$ cat src/verilog/stc_pkg.sv
// Shared constants and types for the sync, thermal and calibration control.
package stc_pkg;
   // Register indices on the device side of the link.
   localparam logic [5:0] STC_REG_CTRL = 6'h00;
   localparam logic [5:0] STC_REG_FALL_FLAG = 6'h01;
   localparam logic [5:0] STC_REG_RISE_FLAG = 6'h02;
   localparam logic [5:0] STC_REG_SYNC_SHIFT = 6'h03;
   localparam logic [5:0] STC_REG_THERM_GO = 6'h04;
   localparam logic [5:0] STC_REG_THERM_WIN = 6'h05;
   localparam logic [5:0] STC_REG_THERM_MEAN = 6'h06;
   localparam logic [5:0] STC_REG_THERM_NOW = 6'h07;
   localparam logic [5:0] STC_REG_OFFSET_ENA = 6'h08;
   localparam logic [5:0] STC_REG_GAIN_ENA = 6'h09;
   localparam logic [5:0] STC_REG_SOFT_SYNC = 6'h0A;
   localparam logic [5:0] STC_REG_THERM_SRC = 6'h0B;
   // Calibration enable fields and reset value (factory on, adaptive off).
   localparam int STC_CAL_ADAPT_REFRESH = 0;
   localparam int STC_CAL_CORE_REFRESH = 1;
   localparam int STC_CAL_COMMON_REFRESH = 2;
   localparam int STC_CAL_ADAPT_SEL = 3;
   localparam int STC_CAL_CORE_SEL = 4;
   localparam int STC_CAL_COMMON_SEL = 5;
   localparam logic [15:0] STC_CAL_RESET = 16'h0036;
   localparam logic [15:0] STC_WIN_RESET = 16'h0010;
   localparam logic [15:0] STC_SHIFT_RESET = 16'h0000;
   localparam int STC_INVALID_BIT = 15;
   // Thermal refresh time and the host's least wait.
   localparam int STC_CLK_MHZ = 100;
   localparam int STC_THERM_PERIOD_CYC = 128;
   localparam int STC_THERM_WAIT_NS = 1840;
   localparam int STC_THERM_WAIT_CYC = (STC_THERM_WAIT_NS * STC_CLK_MHZ
                                        + 999) / 1000;
   // Host registers.
   localparam logic [3:0] STC_H_ADDR = 4'h0;
   localparam logic [3:0] STC_H_WDATA = 4'h1;
   localparam logic [3:0] STC_H_GO = 4'h2;
   localparam logic [3:0] STC_H_STATUS = 4'h3;
   localparam logic [3:0] STC_H_RDATA = 4'h4;
   localparam logic [3:0] STC_H_IRQ_STAT = 4'h5;
   localparam logic [3:0] STC_H_IRQ_MASK = 4'h6;
   localparam logic [3:0] STC_H_SYNC = 4'h7;
   localparam int STC_H_GO_WRITE = 0;
   localparam int STC_H_GO_READ = 1;
   localparam int STC_H_GO_THERM = 2;
   localparam int STC_EV_DONE = 0;
   localparam int STC_EV_THERM = 1;
   localparam int STC_EV_INVALID = 2;
   localparam int STC_SCLK_HALF = 4;
   localparam int STC_FRAME_BITS = 24;
   typedef enum logic [1:0] {
      STC_S_IDLE = 2'b00,
      STC_S_SHIFT = 2'b01,
      STC_S_END = 2'b10
   } stc_spi_st_t;
endpackage : stc_pkg

$ cat src/verilog/stc_link_if.sv
// Link between host and device: serial port plus sync pins.
`timescale 1ns/1ns
interface stc_link_if;
   logic sclk;
   logic cs_n;
   logic mosi;
   logic miso;
   logic sync_input_pair;
   logic sync_chain_output_pair;
   modport dev (
      input sclk, cs_n, mosi, sync_input_pair,
      output miso, sync_chain_output_pair
   );
   modport host (
      output sclk, cs_n, mosi, sync_input_pair,
      input miso, sync_chain_output_pair
   );
endinterface : stc_link_if

$ cat src/verilog/stc_sync2.sv
// Two-flop synchroniser for a vector of levels.
`timescale 1ns/1ns
module stc_sync2 #(
   parameter int W = 1
) (
   input wire logic mclk_i,
   input wire logic sys_rst_i,
   input wire logic [W-1:0] d_i,
   output logic [W-1:0] q_o
);
   logic [W-1:0] meta_reg;
   always_ff @(posedge mclk_i) begin
      if (sys_rst_i) begin
         meta_reg <= '0;
         q_o <= '0;
      end else begin
         meta_reg <= d_i;
         q_o <= meta_reg;
      end
   end
endmodule : stc_sync2

$ cat src/verilog/stc_device.sv
// Device end: sync capture, thermal sampler, calibration enables, SPI slave.
// Operation
// - Sync pin sampled at half sample rate.
// - Only a rising edge is taken; rearms once sync is low.
// - Latched sync forwarded to chain output.
// - Separate fall and rise forbidden-zone flags; the fall flag never sets, as only rising edges are taken.
// - Reading a flag register clears it.
// - Sync delay of 1 to 16 clocks.
// - Thermal go bit starts measurement.
// - Instant and mean over N samples.
// - Host trusts mean after N samples.
// - Results are signed 8.2 fixed point.
// - Results carry invalid flag; host raises an event.
// - Periodic refresh; host waits 1.84 us.
// - Adaptive offset and gain error estimation.
// - Offset and gain enables are independent.
// - Factory on, adaptive off after reset.
// - Host avoids Fs/64 multiples, needs input.
// - Factory coefficients seed adaptive estimates.
// - Pin sync default, soft sync selectable.
`timescale 1ns/1ns
module stc_dev #(
   parameter int WIN_MAX = 256
) (
   input wire logic mclk_i,
   input wire logic sys_rst_i,
   stc_link_if.dev link,
   input wire logic [9:0] temp_sample_i,
   input wire logic temp_range_ok_i,
   input wire logic signed [9:0] core_mean_i,
   input wire logic signed [9:0] global_mean_i,
   input wire logic [9:0] core_rms_i,
   input wire logic [9:0] global_rms_i,
   input wire logic [9:0] factory_offset_i,
   input wire logic [9:0] factory_gain_i,
   input wire logic sync_forbidden_i,
   output logic sync_internal_o,
   output logic signed [9:0] offset_err_o,
   output logic [9:0] gain_err_o,
   output logic [15:0] offset_correction_enables_o,
   output logic [15:0] gain_correction_enables_o,
   output logic thermal_source_on_o
);
   import stc_pkg::*;
   logic [3:0] pins_s;
   stc_sync2 #(.W(4)) u_sync (
      .mclk_i(mclk_i),
      .sys_rst_i(sys_rst_i),
      .d_i({link.sclk, link.cs_n, link.mosi, link.sync_input_pair}),
      .q_o(pins_s)
   );
   wire sclk_s = pins_s[3];
   wire cs_n_s = pins_s[2];
   wire mosi_s = pins_s[1];
   wire sync_s = pins_s[0];
   // SPI slave: 1 r/w bit, 1 unused bit, 6 addr, 16 data, MSB first, mode 0.
   logic sclk_d_reg, half_reg, sync_lat_reg, sync_prev_reg, armed_reg;
   logic [4:0] bit_reg;
   logic [23:0] sh_reg;
   logic [15:0] tx_reg;
   logic miso_reg;
   wire sclk_rise = sclk_s & ~sclk_d_reg;
   wire sclk_fall = ~sclk_s & sclk_d_reg;
   wire [23:0] sh_next = {sh_reg[22:0], mosi_s};
   wire hdr_done = ~cs_n_s & sclk_rise & (bit_reg == 5'd7);
   wire frm_done = ~cs_n_s & sclk_rise & (bit_reg == 5'd23);
   wire is_rd = sh_next[7];
   wire [5:0] hdr_addr = sh_next[5:0];
   wire wr_en = frm_done & ~sh_next[23];
   wire [5:0] wr_addr = sh_next[21:16];
   wire [15:0] wr_data = sh_next[15:0];
   // Registers.
   logic [15:0] offset_reg, gain_reg, win_reg, mean_reg, now_reg;
   logic [3:0] shift_reg;
   logic go_reg, soft_sel_reg, soft_pulse_reg, src_reg;
   logic fall_flag_reg, rise_flag_reg;
   logic [15:0] rd_mux;
   always_comb begin
      case (hdr_addr)
         STC_REG_FALL_FLAG: rd_mux = {15'h0000, fall_flag_reg};
         STC_REG_RISE_FLAG: rd_mux = {15'h0000, rise_flag_reg};
         STC_REG_SYNC_SHIFT: rd_mux = {12'h000, shift_reg};
         STC_REG_THERM_GO: rd_mux = {15'h0000, go_reg};
         STC_REG_THERM_WIN: rd_mux = win_reg;
         STC_REG_THERM_MEAN: rd_mux = mean_reg;
         STC_REG_THERM_NOW: rd_mux = now_reg;
         STC_REG_OFFSET_ENA: rd_mux = offset_reg;
         STC_REG_GAIN_ENA: rd_mux = gain_reg;
         STC_REG_SOFT_SYNC: rd_mux = {15'h0000, soft_sel_reg};
         STC_REG_THERM_SRC: rd_mux = {15'h0000, src_reg};
         default: rd_mux = 16'h0000;
      endcase
   end
   wire rd_fall = hdr_done & is_rd & (hdr_addr == STC_REG_FALL_FLAG);
   wire rd_rise = hdr_done & is_rd & (hdr_addr == STC_REG_RISE_FLAG);
   always_ff @(posedge mclk_i) begin
      if (sys_rst_i | cs_n_s) begin
         bit_reg <= 5'd0;
         sh_reg <= 24'h0000_00;
         tx_reg <= 16'h0000;
         miso_reg <= 1'b0;
      end else begin
         if (sclk_rise) begin
            sh_reg <= sh_next;
            bit_reg <= (bit_reg == 5'd23) ? 5'd0 : bit_reg + 5'd1;
         end
         if (hdr_done && is_rd) begin
            tx_reg <= rd_mux;
         end else if (sclk_fall && bit_reg >= 5'd8) begin
            miso_reg <= tx_reg[15];
            tx_reg <= {tx_reg[14:0], 1'b0};
         end
      end
   end
   assign link.miso = miso_reg;
   always_ff @(posedge mclk_i) begin
      if (sys_rst_i) begin
         sclk_d_reg <= 1'b0;
         offset_reg <= STC_CAL_RESET;
         gain_reg <= STC_CAL_RESET;
         win_reg <= STC_WIN_RESET;
         shift_reg <= STC_SHIFT_RESET[3:0];
         go_reg <= 1'b0;
         soft_sel_reg <= 1'b0;
         soft_pulse_reg <= 1'b0;
         src_reg <= 1'b1;
      end else begin
         sclk_d_reg <= sclk_s;
         // Hold the soft pulse until a half-rate sample has seen it.
         soft_pulse_reg <= (soft_pulse_reg & ~half_reg)
                           | (wr_en & (wr_addr == STC_REG_SOFT_SYNC)
                              & wr_data[1]);
         if (wr_en) begin
            case (wr_addr)
               STC_REG_SYNC_SHIFT: shift_reg <= wr_data[3:0];
               STC_REG_THERM_GO: go_reg <= wr_data[0];
               STC_REG_THERM_WIN: win_reg <= wr_data;
               STC_REG_OFFSET_ENA: offset_reg <= wr_data;
               STC_REG_GAIN_ENA: gain_reg <= wr_data;
               STC_REG_SOFT_SYNC: soft_sel_reg <= wr_data[0];
               STC_REG_THERM_SRC: src_reg <= wr_data[0];
               default: ;
            endcase
         end
      end
   end
   // Sync path, latched on alternate cycles to model the half-rate clock.
   wire sync_src = soft_sel_reg ? soft_pulse_reg : sync_s;
   wire first_edge = half_reg & armed_reg & (sync_src != sync_prev_reg);
   logic [15:0] dly_reg;
   always_ff @(posedge mclk_i) begin
      if (sys_rst_i) begin
         half_reg <= 1'b0;
         sync_prev_reg <= 1'b0;
         armed_reg <= 1'b1;
         sync_lat_reg <= 1'b0;
         dly_reg <= 16'h0000;
         fall_flag_reg <= 1'b0;
         rise_flag_reg <= 1'b0;
      end else begin
         half_reg <= ~half_reg;
         // One cycle wide: first_edge is only true on half-rate cycles.
         sync_lat_reg <= first_edge;
         if (half_reg) begin
            sync_prev_reg <= sync_src;
            if (first_edge) begin
               armed_reg <= 1'b0;
            end else if (sync_src == 1'b0 && !armed_reg) begin
               armed_reg <= 1'b1;
            end
         end
         dly_reg <= {dly_reg[14:0], sync_lat_reg};
         // Set beats the clear-on-read in the same cycle.
         if (first_edge && sync_forbidden_i && !sync_src) begin
            fall_flag_reg <= 1'b1;
         end else if (rd_fall) begin
            fall_flag_reg <= 1'b0;
         end
         if (first_edge && sync_forbidden_i && sync_src) begin
            rise_flag_reg <= 1'b1;
         end else if (rd_rise) begin
            rise_flag_reg <= 1'b0;
         end
      end
   end
   // A setting of k delays by k+1 clocks.
   always_ff @(posedge mclk_i) begin
      if (sys_rst_i) begin
         sync_internal_o <= 1'b0;
         link.sync_chain_output_pair <= 1'b0;
      end else begin
         sync_internal_o <= dly_reg[shift_reg];
         link.sync_chain_output_pair <= sync_lat_reg;
      end
   end
   // Thermal sampler.
   logic [7:0] tick_reg;
   logic [15:0] cnt_reg;
   logic signed [25:0] acc_reg;
   logic signed [9:0] mem_reg [WIN_MAX];
   logic [$clog2(WIN_MAX)-1:0] wp_reg;
   wire tick = go_reg & (tick_reg == 8'(STC_THERM_PERIOD_CYC - 1));
   wire [15:0] n_eff = (win_reg == 16'h0000) ? 16'h0001 : win_reg;
   wire full = cnt_reg >= n_eff;
   wire signed [9:0] old_s = mem_reg[wp_reg];
   wire signed [25:0] acc_next = acc_reg + 26'(signed'(temp_sample_i))
                                 - (full ? 26'(old_s) : 26'sd0);
   wire signed [25:0] avg = acc_next / $signed({10'h000, n_eff});
   wire [$clog2(WIN_MAX)-1:0] wp_next =
      (32'(wp_reg) + 1 >= 32'(n_eff)) ? '0 : wp_reg + 1'b1;
   always_ff @(posedge mclk_i) begin
      if (sys_rst_i || !go_reg) begin
         tick_reg <= 8'h00;
         cnt_reg <= 16'h0000;
         acc_reg <= '0;
         wp_reg <= '0;
      end else begin
         tick_reg <= tick ? 8'h00 : tick_reg + 8'h01;
         if (tick) begin
            mem_reg[wp_reg] <= signed'(temp_sample_i);
            acc_reg <= acc_next;
            wp_reg <= wp_next;
            if (!full) begin
               cnt_reg <= cnt_reg + 16'h0001;
            end
         end
      end
   end
   always_ff @(posedge mclk_i) begin
      if (sys_rst_i) begin
         now_reg <= 16'h0000;
         mean_reg <= 16'h0000;
      end else if (tick) begin
         now_reg <= {~temp_range_ok_i, 5'h00, temp_sample_i};
         mean_reg <= {~temp_range_ok_i, 5'h00, avg[9:0]};
      end
   end
   // Calibration error: difference for offset, ratio for gain.
   wire cal_adapt_o = offset_reg[STC_CAL_ADAPT_SEL];
   wire cal_adapt_g = gain_reg[STC_CAL_ADAPT_SEL];
   wire upd_o = offset_reg[STC_CAL_ADAPT_REFRESH];
   wire upd_g = gain_reg[STC_CAL_ADAPT_REFRESH];
   wire signed [9:0] o_est = core_mean_i - global_mean_i;
   wire [19:0] g_q = ({core_rms_i, 10'h000}) /
                     ((global_rms_i == 10'h000) ? 20'h0_0001 :
                      {10'h000, global_rms_i});
   always_ff @(posedge mclk_i) begin
      if (sys_rst_i) begin
         offset_err_o <= '0;
         gain_err_o <= '0;
         offset_correction_enables_o <= STC_CAL_RESET;
         gain_correction_enables_o <= STC_CAL_RESET;
         thermal_source_on_o <= 1'b1;
      end else begin
         // Factory values seed the estimate until adaptive updates run.
         if (!cal_adapt_o || !upd_o) begin
            offset_err_o <= factory_offset_i;
         end else begin
            offset_err_o <= o_est;
         end
         if (!cal_adapt_g || !upd_g) begin
            gain_err_o <= factory_gain_i;
         end else begin
            gain_err_o <= g_q[9:0];
         end
         offset_correction_enables_o <= offset_reg;
         gain_correction_enables_o <= gain_reg;
         thermal_source_on_o <= src_reg;
      end
   end
endmodule : stc_dev

$ cat src/flat_wrapper.sv
// flat-port wrapper written by rule: the top's interface ports become plain ports
module stc_dev_flat import stc_pkg::*;
#(
   parameter int WIN_MAX = 256
)
  (mclk_i, sys_rst_i, temp_sample_i, temp_range_ok_i, core_mean_i, global_mean_i, core_rms_i, global_rms_i, factory_offset_i, factory_gain_i, sync_forbidden_i, sync_internal_o, offset_err_o, gain_err_o, offset_correction_enables_o, gain_correction_enables_o, thermal_source_on_o, link_sclk, link_cs_n, link_mosi, link_sync_input_pair, link_miso, link_sync_chain_output_pair);
  stc_link_if link_i ();
  input wire logic mclk_i;
  input wire logic sys_rst_i;
  input wire logic [9:0] temp_sample_i;
  input wire logic temp_range_ok_i;
  input wire logic signed [9:0] core_mean_i;
  input wire logic signed [9:0] global_mean_i;
  input wire logic [9:0] core_rms_i;
  input wire logic [9:0] global_rms_i;
  input wire logic [9:0] factory_offset_i;
  input wire logic [9:0] factory_gain_i;
  input wire logic sync_forbidden_i;
  output logic sync_internal_o;
  output logic signed [9:0] offset_err_o;
  output logic [9:0] gain_err_o;
  output logic [15:0] offset_correction_enables_o;
  output logic [15:0] gain_correction_enables_o;
  output logic thermal_source_on_o;
  input wire logic [$bits(link_i.sclk)-1:0] link_sclk;
  input wire logic [$bits(link_i.cs_n)-1:0] link_cs_n;
  input wire logic [$bits(link_i.mosi)-1:0] link_mosi;
  input wire logic [$bits(link_i.sync_input_pair)-1:0] link_sync_input_pair;
  output wire logic [$bits(link_i.miso)-1:0] link_miso;
  output wire logic [$bits(link_i.sync_chain_output_pair)-1:0] link_sync_chain_output_pair;
  assign link_i.sclk = link_sclk;
  assign link_i.cs_n = link_cs_n;
  assign link_i.mosi = link_mosi;
  assign link_i.sync_input_pair = link_sync_input_pair;
  assign link_miso = link_i.miso;
  assign link_sync_chain_output_pair = link_i.sync_chain_output_pair;
  stc_dev #(.WIN_MAX(WIN_MAX)) u_core (.mclk_i(mclk_i), .sys_rst_i(sys_rst_i), .link(link_i), .temp_sample_i(temp_sample_i), .temp_range_ok_i(temp_range_ok_i), .core_mean_i(core_mean_i), .global_mean_i(global_mean_i), .core_rms_i(core_rms_i), .global_rms_i(global_rms_i), .factory_offset_i(factory_offset_i), .factory_gain_i(factory_gain_i), .sync_forbidden_i(sync_forbidden_i), .sync_internal_o(sync_internal_o), .offset_err_o(offset_err_o), .gain_err_o(gain_err_o), .offset_correction_enables_o(offset_correction_enables_o), .gain_correction_enables_o(gain_correction_enables_o), .thermal_source_on_o(thermal_source_on_o));
endmodule
$ cat config.mk
export PLATFORM = sky130hd
export DESIGN_NAME = stc_dev_flat
export DESIGN_NICKNAME = d
export VERILOG_FILES = /design/src/verilog/stc_pkg.sv /design/src/verilog/stc_link_if.sv /design/src/verilog/stc_sync2.sv /design/src/verilog/stc_device.sv /design/src/flat_wrapper.sv
export SDC_FILE = /design/constraint.sdc
export NUM_CORES = 2
export LEC_CHECK = 0
export BUFFER_PORTS_ARGS = -buffer_cell sky130_fd_sc_hd__buf_2
export CAP_MARGIN = 20
export CORE_AREA = 2 2 590 592
export CTS_BUF_LIST = sky130_fd_sc_hd__clkbuf_8
export DETAILED_ROUTE_END_ITERATION = 16
export DIE_AREA = 0 0 592 594
export SYNTH_ARGS = -nofsm -noshare
export SYNTH_HDL_FRONTEND = slang
export SYNTH_SLANG_ARGS = --single-unit
$ cat constraint.sdc
create_clock -name mclk_i -period 196.3 [get_ports mclk_i]
set_clock_uncertainty 0.15 [all_clocks]
set_input_delay 19.63 -clock mclk_i [delete_from_list [all_inputs] [get_ports mclk_i]]
set_output_delay 19.63 -clock mclk_i [all_outputs]
set_load 0.01 [all_outputs]
==> flow_summary.toml <==
[placed_design]
gpl.final_weighted_congestion = 0.894
place.port_buffers = 133
hpwl_um = 242000

[synth]
synth_top_area_cell = "edfxtp_1"
dominantRegCellSynth = "edfxtp_1"
count_of_mapped_cells_out_of_synthesis = 9387
ys_seq_elements = 2833
synth_nets = 10000
distinct_cell_type_count_after_synthesis = 120
synth_largest_type_area_fraction = 0.558
cells_taking_the_most_area_after_synthesis = "edfxtp_1, mux4_2, ha_1"
post_synth.cell_area_avg_um2 = 14.7
synth_enable_flop_cells = 2560
synth-async-reset-ratio = 0
netlist_area_um2 = 138000
ys_warn_count = 0
synth_sequential_area_ratio = 0.598

[worst_hold_path]
worst_hold_check_path_type = "register to register"
hold-path-endpoint = "u_core.u_sync.q_o[1]$_SDFF_PP0_"
worst_hold_launch = "u_core.u_sync.meta_reg[1]$_SDFF_PP0_"
holdPathStages = 1

[timing]
min_period_over_period = 0.498
rsz0062_at_grt = "false"
normalized_max_slew_margin = 0.181
timing_hold_violations_final = 0
achievable-frequency_mhz = 10.2
final.setup.tns_ns = 0
post-route-min-period_ns = 97.79
worst_slew_pin_slew_ns = 1.23
report.final.slew_viol_count = 0
finalSetupViolations = 0

[die]
coreArea_um2 = 345000
pin_count = 134
design.die.area_um2 = 352000
die_width_um = 592
chipHeight_um = 594
floorplan.initialDensity = 0.399
placement_rows = 216

[detailed_routing]
vias_per_cell = 5.78
detail_route.drc_violations = 0
route.vias.total = 84500
finalWirelength_um = 363000
drt_first_pass_iters = 6
routedWlPerCell_um = 24.8
detail-route-antenna-nets = 0
drt_first_iter_violations = 8024

[global_route]
maximum_number_of_pins_on_one_net_before_global_route_repair = 167
number_of_antenna_violations_at_the_first_check_in_global_routing = 13
track_usage = 0.202
first_global_vias = 84700
grt_pass1_wl_um = 543000
grt_overflow = 0

[clocking]
cts.reportedPaths.clkPinSlew_ns = 0.06
tritoncts = "done"
cts_sinks = 2833
postCtsHoldBufs = 0
post_cts.resized_instances = 0
cts-buffers-inserted = 435
clock_path_buffers = 4
worst_skew_pair.late_latency_ns = 1.13
clock_tree.htree_level_count = 5
cts-root-buf = "clkbuf_8"
cts_setup_buffers = 0

[final_layout]
layout_overhead_on_the_synthesized_area_pct = 10.5
design.final.nets = 10300
most-common-layout-cells = "edfxtp_1, mux4_2, nor2_1, nand2_1, ha_1"
mostFrequentLayoutCell = "edfxtp_1"
largest_register_ff_count = 2560
post_route_cells_drive_above_1_share = 0.196

[critical_path]
cp.arrival_ns = 98.55
critPathKind = "input pin to register"
timing.critical_path.to_type = "register"
ff2ff_path_depth = 318
startpoint_types = "input pin"
crit_path_max_cell_delay_ns = 0.85
rrSetupSlack_ns = 111.44
crit_path_frequent_cell = "o21a_1"
cp_max_fo = 125
required_ns = 197.07
worst_r2r_endpoint = "u_core.mean_reg[7]$_SDFFE_PP0P_"
worst_path_max_delay_cell = "o32ai_1"

[status]
status = "finished, final reports clean"

[run]
drv_cap = 0
==> synth_stat cells (16+ instances only) <==
master,instances
xor2_1,115
a22oi_1,33
nor3_1,194
nand3b_1,29
mux4_2,856
buf_2,18
o211ai_1,55
ha_1,512
nor2b_1,105
clkbuf_1,330
o21a_1,164
xnor2_1,189
a31oi_1,43
and2_1,62
a21o_1,137
o22ai_1,30
nor4_1,36
a211oi_1,53
edfxtp_1,2560
o2111ai_1,16
nor3b_1,18
dfxtp_1,273
or2_2,66
nand4_1,54
a21oi_1,470
o21ai_0,292
nand2b_1,87
inv_1,212
o31ai_1,82
a21boi_0,25
fa_1,27
or3_1,63
and3_1,32
nand3_1,118
nand2_1,623
nor2_1,800
mux2i_1,69
o21bai_1,22
a211o_1,31
buf_1,84
mux2_2,90
==> area by class of cell <==
cell class                 instances  area (um^2)
inverter                         212          796
clock buffer                     453         6230
fill                           30400       193000
antenna                            6         15.0
clock inverter                   314         1680
tap                             4578         5730
timing repair buffer             331         2420
sequential                      2833        82400
multi-input combinational       5906        53000
==> worst max path at each step <==
stage	start	to	slack, ns	depth (start not counted)
after global placement	temp_sample_i[9]	u_core.mean_reg[7]$_SDFFE_PP0P_	99.87	312
after floorplan	temp_sample_i[9]	u_core.mean_reg[7]$_SDFFE_PP0P_	108.29	335
final	temp_sample_i[9]	u_core.mean_reg[7]$_SDFFE_PP0P_	98.51	310
after global routing	temp_sample_i[9]	u_core.mean_reg[7]$_SDFFE_PP0P_	92.75	313
after detailed placement	temp_sample_i[9]	u_core.mean_reg[7]$_SDFFE_PP0P_	98.07	310
after CTS	temp_sample_i[9]	u_core.mean_reg[7]$_SDFFE_PP0P_	98.93	310
==> metal layers <==
layer	track usage	part of all wire	up-vias
met5	0	0.00018	-
met4	0.0606	0.030	10
met3	0.0263	0.061	566
met2	0.331	0.48	2855
met1	0.282	0.43	43300
li1	-	-	37800
==> stage by stage <==
stage / std cells / hold slack (ns) / setup slack, ns / instance area (um^2) / util
after floorplan: 9387 / 0.264 / 108.29 / 138000 / -
after global routing: 14600 / 0.306 / 92.75 / 152000 / 0.441
final: 14600 / 0.300 / 98.51 / 152000 / 0.441
after CTS: 14600 / 0.302 / 98.93 / 152000 / 0.440
after global placement: 13800 / 0.272 / 99.87 / 144000 / 0.417
after detailed placement: 13800 / 0.290 / 98.07 / 144000 / 0.417
==> critical path: cells and delay by family <==
kind / cells / cell delay, ns
AND/OR/NAND/NOR: 90 / 21.55
adder cells (fa/ha/maj): 28 / 8.52
AO/OA/AOI/OAI: 164 / 41.07
multiplexers: 9 / 2.86
buffers and inverters: 19 / 4.71
==> logic make-up (layout without fill, tap and decap cells) <==
logic type | count (synthesis) | after routing | share of synthesized area
AND/OR/NAND/NOR | 2354 | 2354 | 0.0804
adder cells (fa/ha/maj) | 539 | 539 | 0.0504
XOR/XNOR | 305 | 305 | 0.0194
buffers and inverters | 648 | 1310 | 0.0179
other | 0 | 6 | 0
multiplexers | 1019 | 1019 | 0.153
flip-flops | 2833 | 2833 | 0.598
AO/OA/AOI/OAI | 1689 | 1689 | 0.0815
Power is left out: the tool's default activity adds up to more than one toggle a clock period on the data nets, which glitch-free logic cannot reach.
